[src/rtl/etp_pkg.sv]
// Constants shared by the energy-to-pulse converter pair.
// Assumes a 100 MHz metering clock and a special-register port with 8-bit addresses and 16-bit data.
`default_nettype none

package etp_pkg;

  // ****************************************
  // Register offsets
  // ****************************************
  localparam logic [7:0] MODE_ONE_ADDR = 8'h0B;
  localparam logic [7:0] MODE_TWO_ADDR = 8'h0C;
  localparam logic [7:0] NUM_A_ADDR    = 8'h27;
  localparam logic [7:0] DEN_A_ADDR    = 8'h28;
  localparam logic [7:0] NUM_B_ADDR    = 8'h29;
  localparam logic [7:0] DEN_B_ADDR    = 8'h2A;
  localparam logic [7:0] IRQ_EN_L_ADDR = 8'hD9;
  localparam logic [7:0] IRQ_EN_M_ADDR = 8'hDA;
  localparam logic [7:0] IRQ_EN_H_ADDR = 8'hDB;
  localparam logic [7:0] IRQ_ST_M_ADDR = 8'hDD;

  // ****************************************
  // Field positions and reset values
  // ****************************************
  localparam int DIS_A_BIT   = 1;
  localparam int DIS_B_BIT   = 2;
  localparam int SEL_A_LSB   = 0;
  localparam int AMP_HR_BIT  = 3;
  localparam int SEL_B_LSB   = 4;
  localparam int FLAG_A_BIT  = 6;
  localparam int FLAG_B_BIT  = 7;
  localparam logic [7:0]  REG8_RST  = 8'h00;
  localparam logic [15:0] REG16_RST = 16'h0000;
  localparam logic [15:0] IRQ_VECTOR = 16'h004B;

  // ****************************************
  // Source codes
  // ****************************************
  localparam logic [1:0] SRC_ACTIVE   = 2'h0;
  localparam logic [1:0] SRC_REACTIVE = 2'h1;

  // ****************************************
  // Timing
  // ****************************************
  localparam int CLK_KHZ        = 100000;
  localparam int PULSE_LOW_MS   = 90;
  localparam int PERIOD_LONG_MS = 180;
  localparam int PULSE_LOW_CYC   = PULSE_LOW_MS * CLK_KHZ;
  localparam int PERIOD_LONG_CYC = PERIOD_LONG_MS * CLK_KHZ;
  localparam int CNT_W = 25;

  typedef enum logic [0:0] {
    ETP_IDLE = 1'b0,
    ETP_LOW  = 1'b1
  } etp_out_st_t;

endpackage

`default_nettype wire

[src/rtl/etp_energy_to_pulse.sv]
// Two energy-to-pulse converters with their mode, scale and irq registers.
// Assumes one-cycle energy LSB strobes synchronous to sys_clk and a simple
// synchronous register port (write strobe, read strobe, registered data).
`default_nettype none

module etp_energy_to_pulse
  import etp_pkg::*;
#(
  parameter int unsigned LOW_CYC  = PULSE_LOW_CYC,
  parameter int unsigned LONG_CYC = PERIOD_LONG_CYC
) (
  // Clock and reset
  input  wire logic        sys_clk,
  input  wire logic        sys_rst,
  // Register port
  input  wire logic [7:0]  reg_addr,
  input  wire logic        reg_wr,
  input  wire logic        reg_rd,
  input  wire logic [15:0] reg_wdata,
  output logic      [15:0] reg_rdata,
  // Energy LSB strobes and divider setting
  input  wire logic        active_lsb,
  input  wire logic        reactive_lsb,
  input  wire logic        apparent_lsb,
  input  wire logic        irms_lsb,
  input  wire logic [7:0]  energy_divider,
  // Pulse outputs and interrupt
  output logic             pulse_out_a_n,
  output logic             pulse_out_b_n,
  output logic             energy_irq,
  output logic      [15:0] energy_irq_vector
);

  localparam logic [CNT_W-1:0] LOW_W  = CNT_W'(LOW_CYC);
  localparam logic [CNT_W-1:0] LONG_W = CNT_W'(LONG_CYC);

  typedef struct packed {
    logic [7:0]              mode_one;
    logic [7:0]              mode_two;
    logic [7:0]              en_l;
    logic [7:0]              en_m;
    logic [7:0]              en_h;
    logic [1:0]              flag;
    logic [1:0][15:0]        num;
    logic [1:0][15:0]        den;
    logic [1:0][7:0]         pre;
    logic [1:0][15:0]        acc;
    logic [1:0][CNT_W-1:0]   per;
    logic [1:0][CNT_W-1:0]   low;
    etp_out_st_t [1:0]       st;
    logic [1:0]              fire;
    logic [1:0]              out_n;
    logic                    irq;
    logic [15:0]             rdata;
  } etp_state_t;

  etp_state_t s_q;
  etp_state_t s_d;

  // ****************************************
  // Helpers
  // ****************************************
  function automatic logic pick_src(input logic [1:0] sel,
                                    input logic       amp_hr,
                                    input logic       act,
                                    input logic       react,
                                    input logic       app,
                                    input logic       irms);
    logic r;
    r = 1'b0;
    if (sel == SRC_ACTIVE) begin
      r = act;
    end else if (sel == SRC_REACTIVE) begin
      r = react;
    end else begin
      r = amp_hr ? irms : app;
    end
    return r;
  endfunction

  function automatic logic [15:0] nz(input logic [15:0] v);
    return (v == 16'h0000) ? 16'h0001 : v;
  endfunction

  function automatic logic [CNT_W-1:0] low_width(
      input logic [CNT_W-1:0] period);
    logic [CNT_W-1:0] h;
    h = period >> 1;
    if (period >= LONG_W) begin
      h = LOW_W;
    end else if (h == '0) begin
      h = CNT_W'(1);
    end
    return h;
  endfunction

  // ****************************************
  // Next state
  // ****************************************
  always_comb begin
    logic [1:0]   raw;
    logic         tick;
    logic [15:0]  n;
    logic [15:0]  e;
    logic [16:0]  sum;
    logic         dis;
    raw  = '0;
    tick = 1'b0;
    n    = '0;
    e    = '0;
    sum  = '0;
    dis  = 1'b0;
    s_d  = s_q;
    s_d.fire = '0;

    // Register writes; status clears before hardware sets below
    if (reg_wr) begin
      unique case (reg_addr)
        MODE_ONE_ADDR: s_d.mode_one = reg_wdata[7:0];
        MODE_TWO_ADDR: s_d.mode_two = reg_wdata[7:0];
        NUM_A_ADDR:    s_d.num[0] = reg_wdata;
        DEN_A_ADDR:    s_d.den[0] = reg_wdata;
        NUM_B_ADDR:    s_d.num[1] = reg_wdata;
        DEN_B_ADDR:    s_d.den[1] = reg_wdata;
        IRQ_EN_L_ADDR: s_d.en_l = reg_wdata[7:0];
        IRQ_EN_M_ADDR: s_d.en_m = reg_wdata[7:0];
        IRQ_EN_H_ADDR: s_d.en_h = reg_wdata[7:0];
        IRQ_ST_M_ADDR: s_d.flag = s_q.flag &
            reg_wdata[FLAG_B_BIT:FLAG_A_BIT];
        default: ;
      endcase
    end

    // Source choice; one amp-hour bit serves both converters
    raw[0] = pick_src(s_q.mode_two[SEL_A_LSB+:2],
                      s_q.mode_two[AMP_HR_BIT], active_lsb,
                      reactive_lsb, apparent_lsb, irms_lsb);
    raw[1] = pick_src(s_q.mode_two[SEL_B_LSB+:2],
                      s_q.mode_two[AMP_HR_BIT], active_lsb,
                      reactive_lsb, apparent_lsb, irms_lsb);

    for (int i = 0; i < 2; i++) begin
      // Energy divider: settings 0 and 1 pass every LSB
      tick = 1'b0;
      if (raw[i]) begin
        if (energy_divider <= 8'h01) begin
          tick = 1'b1;
          s_d.pre[i] = '0;
        end else if (s_q.pre[i] >= energy_divider - 8'h01) begin
          tick = 1'b1;
          s_d.pre[i] = '0;
        end else begin
          s_d.pre[i] = s_q.pre[i] + 8'h01;
        end
      end

      // Rate scaling by num/den with zero and ratio clamps
      n = nz(s_q.num[i]);
      e = nz(s_q.den[i]);
      if (n > e) begin
        n = e;
      end
      if (s_q.acc[i] >= e) begin
        s_d.acc[i] = '0;
      end
      if (tick) begin
        sum = {1'b0, s_q.acc[i]} + {1'b0, n};
        if (sum >= {1'b0, e}) begin
          s_d.acc[i]  = 16'(sum - {1'b0, e});
          s_d.fire[i] = 1'b1;
        end else begin
          s_d.acc[i] = sum[15:0];
        end
      end

      // Period measurement, saturating at the slow threshold; starting
      // at one makes the count at the next fire equal the full spacing
      if (s_d.fire[i]) begin
        s_d.per[i] = CNT_W'(1);
      end else if (s_q.per[i] < LONG_W) begin
        s_d.per[i] = s_q.per[i] + CNT_W'(1);
      end

      // Output shaping
      dis = (i == 0) ? s_q.mode_one[DIS_A_BIT] : s_q.mode_one[DIS_B_BIT];
      if (s_d.fire[i] && !dis) begin
        s_d.st[i]  = ETP_LOW;
        s_d.low[i] = low_width(s_q.per[i]);
        s_d.flag[i] = 1'b1;
      end else begin
        unique case (s_q.st[i])
          ETP_IDLE: s_d.low[i] = '0;
          ETP_LOW: begin
            if (dis || s_q.low[i] <= CNT_W'(1)) begin
              s_d.st[i]  = ETP_IDLE;
              s_d.low[i] = '0;
            end else begin
              s_d.low[i] = s_q.low[i] - CNT_W'(1);
            end
          end
        endcase
      end
      s_d.out_n[i] = (s_d.st[i] != ETP_LOW);
    end

    // Interrupt from enabled status flags
    s_d.irq = |(s_d.flag & s_d.en_m[FLAG_B_BIT:FLAG_A_BIT]);

    // Registered read data
    if (reg_rd) begin
      unique case (reg_addr)
        MODE_ONE_ADDR: s_d.rdata = {8'h00, s_q.mode_one};
        MODE_TWO_ADDR: s_d.rdata = {8'h00, s_q.mode_two};
        NUM_A_ADDR:    s_d.rdata = s_q.num[0];
        DEN_A_ADDR:    s_d.rdata = s_q.den[0];
        NUM_B_ADDR:    s_d.rdata = s_q.num[1];
        DEN_B_ADDR:    s_d.rdata = s_q.den[1];
        IRQ_EN_L_ADDR: s_d.rdata = {8'h00, s_q.en_l};
        IRQ_EN_M_ADDR: s_d.rdata = {8'h00, s_q.en_m};
        IRQ_EN_H_ADDR: s_d.rdata = {8'h00, s_q.en_h};
        IRQ_ST_M_ADDR: s_d.rdata = {8'h00, s_q.flag, 6'h00};
        default:       s_d.rdata = 16'h0000;
      endcase
    end
  end

  // ****************************************
  // State register
  // ****************************************
  always_ff @(posedge sys_clk or posedge sys_rst) begin
    if (sys_rst) begin
      s_q          <= '0;
      s_q.mode_one <= REG8_RST;
      s_q.mode_two <= REG8_RST;
      s_q.num      <= {REG16_RST, REG16_RST};
      s_q.den      <= {REG16_RST, REG16_RST};
      s_q.st       <= '{ETP_IDLE, ETP_IDLE};
      s_q.out_n    <= 2'h3;
    end else begin
      s_q <= s_d;
    end
  end

  assign pulse_out_a_n     = s_q.out_n[0];
  assign pulse_out_b_n     = s_q.out_n[1];
  assign energy_irq        = s_q.irq;
  assign reg_rdata         = s_q.rdata;
  assign energy_irq_vector = IRQ_VECTOR;
endmodule

`default_nettype wire

[config.mk]
export PLATFORM = sky130hd
export DESIGN_NAME = etp_energy_to_pulse
export DESIGN_NICKNAME = d
export VERILOG_FILES = /design/src/rtl/etp_pkg.sv /design/src/rtl/etp_energy_to_pulse.sv
export SDC_FILE = /design/constraint.sdc
export NUM_CORES = 1
export LEC_CHECK = 0
export BUFFER_PORTS_ARGS = -buffer_cell sky130_fd_sc_hd__buf_2
export CORE_MARGIN = 4
export CORE_UTILIZATION = 50
export DETAILED_ROUTE_END_ITERATION = 12
export GPL_TIMING_DRIVEN = 0
export MAX_ROUTING_LAYER = met4
export PLACE_DENSITY = 0.67
export SYNTH_ARGS = -nofsm -noshare
export SYNTH_HDL_FRONTEND = slang
export SYNTH_SLANG_ARGS = --single-unit
export TNS_END_PERCENT = 5
[constraint.sdc]
create_clock -name sys_clk -period 24.7 [get_ports sys_clk]
set_input_delay 3.705 -clock sys_clk [delete_from_list [all_inputs] [get_ports sys_clk]]
set_output_delay 3.705 -clock sys_clk [all_outputs]
set_load 0.005 [all_outputs]
== Word-level counts from Yosys, hierarchy flattened ==
Cells that the tools add are included.

* Input port bits: 40
* Output and inout bits: 35
* Logic and storage cells: 158
* Register bits: 275

* Add/subtract/negate cells: 11
* Eq/ne operators: 12
* Magnitude comparators: 15
* Muxes and demuxes: 62
* Reductions and logical operators: 28
* Bitwise gates (word level): 6

{| class="wikitable"
|+ Operators with widths
! cell !! number
|-
| two-way mux 16 bit || 16
|-
| two-way mux 25 bit || 8
|-
| one-hot mux 16 bit (10 select lines) || 1
|-
| one-hot mux 25 bit (2 select lines) || 2
|-
| two-way mux 24 bit || 4
|-
| two-way mux 82 bit || 1
|-
| logical NOT 16 bit || 4
|-
| adder 25 x 1 -> 25 bit, second input constant || 2
|-
| greater-or-equal comparator 25 bit, second input constant || 2
|-
| <= comparator 25 x 1 -> 1 bit, second input constant || 2
|-
| logical NOT 25 bit || 2
|-
| less-than comparator 25 bit, second input constant || 2
|-
| subtractor 25 x 1 -> 25 bit, second input constant || 2
|-
| two-way mux 8 bit || 6
|-
| adder 16 x 16 -> 17 bit || 2
|-
| greater-or-equal comparator 17 x 16 -> 1 bit || 2
|-
| == test 8 x 6 -> 1 bit, second input constant || 4
|-
| == test 8 bit, second input constant || 4
|-
| greater-or-equal comparator 16 bit || 2
|-
| greater-than comparator 16 bit || 2
|-
| subtractor 16 bit || 2
|-
| two-way mux 1 bit || 23
|-
| AND reduction 2 bit || 9
|-
| adder 8 x 1 -> 8 bit, second input constant || 2
|-
| other kinds (14) || 28
|}

== Depth between registers and ports, before layout ==
* Depth after elaboration: 12
* Depth in mapped cells: 32
* Gate-level depth less buffers: 29

== Worst setup path after synthesis ==
Ideal clock, no wire load.

* Kind: input to register
* Start point: in energy_divider[5]
* End point: reg s_q[28] in the netlist's numbering
* Arrival time: 6579 ps
* Setup slack: 18040 ps
* Library setup time: 81 ps
* Path buffers: 3
* Stages: 15
* Required time: 24619 ps
* Path through: or4_4 > nor4_1 > xnor2_1 > ha_1 > inv_1 > o31ai_2 > nor3_1 > o21a_1 > or3_1 > buf_2 > or3_1 > buf_6 > nor3_4 > buf_6 > o2bb2ai_1

{| class="wikitable"
|+ RTL lines
! what !! line !! source
|-
| from (decl) || etp_energy_to_pulse.sv:26 || <nowiki>input wire logic [7:0] energy_divider,</nowiki>
|-
| to (decl) || etp_energy_to_pulse.sv:57 || <nowiki>etp_state_t s_q;</nowiki>
|}

==> out/qor.yml <==
die:
  core.rowCount: 70
  io_pins: 75
  die_h_um: 200.7
  fp.coreArea_um2: 36610
  die_x_um: 200.7
  initial_core_util: 0.5072
  dieArea_um2: 40280
final_layout:
  fill_cells: 3295
  register_area_um2: 6884
  layout_common_cells: "dfrtp_1, ha_1, nor2_1, mux2_2, nand2_1"
  synthToLayoutAreaGrowth_pct: 11.62
  multiInputGateArea_um2: 10810
  drive_gt1_frac: 0.1474
  final_common_cell: "dfrtp_1"
  nNetsFinal: 2242
clock_tree:
  cts-root-buf: "clkbuf_16"
  cts_resized: 0
  hold_buffers: 0
  cts_tree: "yes"
  cts_htree_levels: 2
  clockBufferDepth: 3
  clock_sinks: 275
  clk_latency_ps: 540
  numCtsBuffers: 34
  cts_setup_buffers: 0
  clk_pin_slew_ps: 60
drt:
  drt_wl_total_mm: 47.84
  vias: 14850
  drtIter0Drc: 1158
  final_antenna_net_count: 0
  drt_pass1_iterations: 7
  vias_per_cell: 5.867
  drc_errors: 0
  wl_per_cell_um: 18.90
timing:
  whs_ps: 506.6
  setup_viol: 0
  maxSlewViolCount: 0
  finalCriticalPeriod_ps: 8878
  finalHoldViolCount: 0
  min_period_over_period: 0.3594
  tns_ps: 0
  worstMarginPinSlew_ps: 1279
  fmax_mhz: 112.6
  maxSlewHeadroom: 0.1408
  clock_skew_ps: 30.14
  layout_setup_ws_ps: 15820
  rsz0062_at_grt: "false"
yosys:
  syn-cell-area_um2: 18570
  synthFlopType: "dfrtp_1"
  avgSynthCellArea_um2: 9.596
  yosys_register_bits: 275
  netlist_instances: 1935
  ys_types: 81
  synth_edf_count: 0
  ys_seq_area_frac: 0.3708
  yosysWarnings: 0
  async_reset_ff_frac: 1.000
grt:
  grt_pass1_wl_mm: 78.09
  overflow: 0
  first_global_vias: 14880
  grt_antenna_before_repair: 1
  grt_max_degree: 138
  grt_use_total: 0.2424
worst_setup_path:
  cp_common_cell: "a21oi_1"
  r2r_cells: 30
  crit_fanout: 10
  cp.arrival_ps: 9300
  cp_slowest_cell: "a31oi_1"
  critPathLaunchType: "flop"
  critical_path_required_ps: 25130
  worstSetupPathType: "reg2reg"
  cpPeakStageDelay_ps: 740
  endpoint_kind: "flop"
placed_design:
  dp_hpwl_mm: 36.06
  dp_slack_ps: 16040
  portBuffers: 52
  gp_congestion: 0.9230
job:
  maxCapViolCount: 0
hold_path:
  min_path_type: "reg2reg"
  whs_path_depth: 1
power:
  power.leakage_nw: 9.816
  ir_drop_mv: 0.09453
  p_per_area_nw_per_um2: 127.8
outcome:
  status: "completed"
## flip-flops by register name (all words and copies together) (netlist names)
register	count
energy_irq	1
pulse_out_a_n	1
pulse_out_b_n	1
reg_rdata	16
s_q	256
## worst paths after layout
path | slack, ps | endpoint | startpoint
setup / recovery | 15820 | s_q[38] | s_q[211]
hold / removal | 510 | s_q[263] | s_q[263]
setup reg to reg | 15820 | s_q[38] | s_q[211]
hold reg to reg | 510 | s_q[263] | s_q[263]
min in group asynchronous | 3230 | s_q[69] | sys_rst
max in group asynchronous | 20430 | s_q[166] | sys_rst
## critical path: cells and delay by family (launching register included)
kind,cells,cell delay (ps)
AO/OA/AOI/OAI,15,3580
XOR/XNOR,1,250
adder cells (fa/ha/maj),4,1230
buffers and inverters,4,1460
flip-flops,1,430
multiplexers,1,370
AND/OR/NAND/NOR,5,1430
## kinds of logic after synthesis
logic type / synth area share
muxes: 0.09373
other: 0.0004045
buffers and inverters: 0.05040
DFF: 0.3708
and+or+nand+nor: 0.1513
adders and majority gates: 0.1108
AOI/OAI and AO/OA: 0.1538
xor gates and xnor gates: 0.06887
## stage by stage
step | std cells | util | cell area, um2 | total power (W)
detailed placement | 2472 | 0.5340 | 19550 | 0.002098
finish | 2531 | 0.5661 | 20720 | 0.002649
global placement | 2469 | 0.5317 | 19470 | 0.002069
CTS | 2530 | 0.5660 | 20720 | 0.002647
floorplan | 1949 | - | 18620 | 0.001758
global route | 2531 | 0.5661 | 20720 | 0.002862
## routing by layer
layer	GRT usage	up-vias	share of wire
met3	0.03538	80	0.051
met2	0.3791	364	0.45
li1	-	7211	-
met1	0.3280	7195	0.47
met4	0.07842	0	0.029
met5	-	-	0
## cell type report
type | count | area share
Multi-Input combinational cell | 1462 | 0.5217
Sequential cell | 275 | 0.3322
Clock buffer | 46 | 0.04715
Buffer | 120 | 0.02850
Tap cell | 468 | 0.02825
Inverter | 92 | 0.01702
Timing Repair Buffer | 55 | 0.01558
Clock inverter | 12 | 0.009478
Antenna cell | 1 | 0.0001207
## where the power goes
group,switching [W],internal (W),total [W]
Sequential,0.000113,0.000549,0.000661
Clock,0.000199,0.000329,0.000528
Combinational,0.000856,0.000603,0.00146
## synth_stat cells (18+ instances only)
cell type	number	share of area
dfrtp_1	273	0.37
ha_1	158	0.11
nor2_1	147	0.030
mux2_2	135	0.082
nand2_1	131	0.026
inv_1	92	0.019
xnor2_1	89	0.042
o21ai_0	88	0.024
a21oi_1	80	0.022
clkbuf_1	80	0.016
nor3_1	57	0.015
xor2_1	57	0.027
nand3_1	48	0.013
a21o_1	39	0.016
nor4_1	35	0.012
buf_4	33	0.013
o2bb2ai_1	28	0.013
and3_1	25	0.0084
nand4_1	25	0.0084
mux2i_1	22	0.012
nor2b_1	20	0.0067
a222oi_1	18	0.0097
Note: power is estimated with default switching activity, not from simulation.
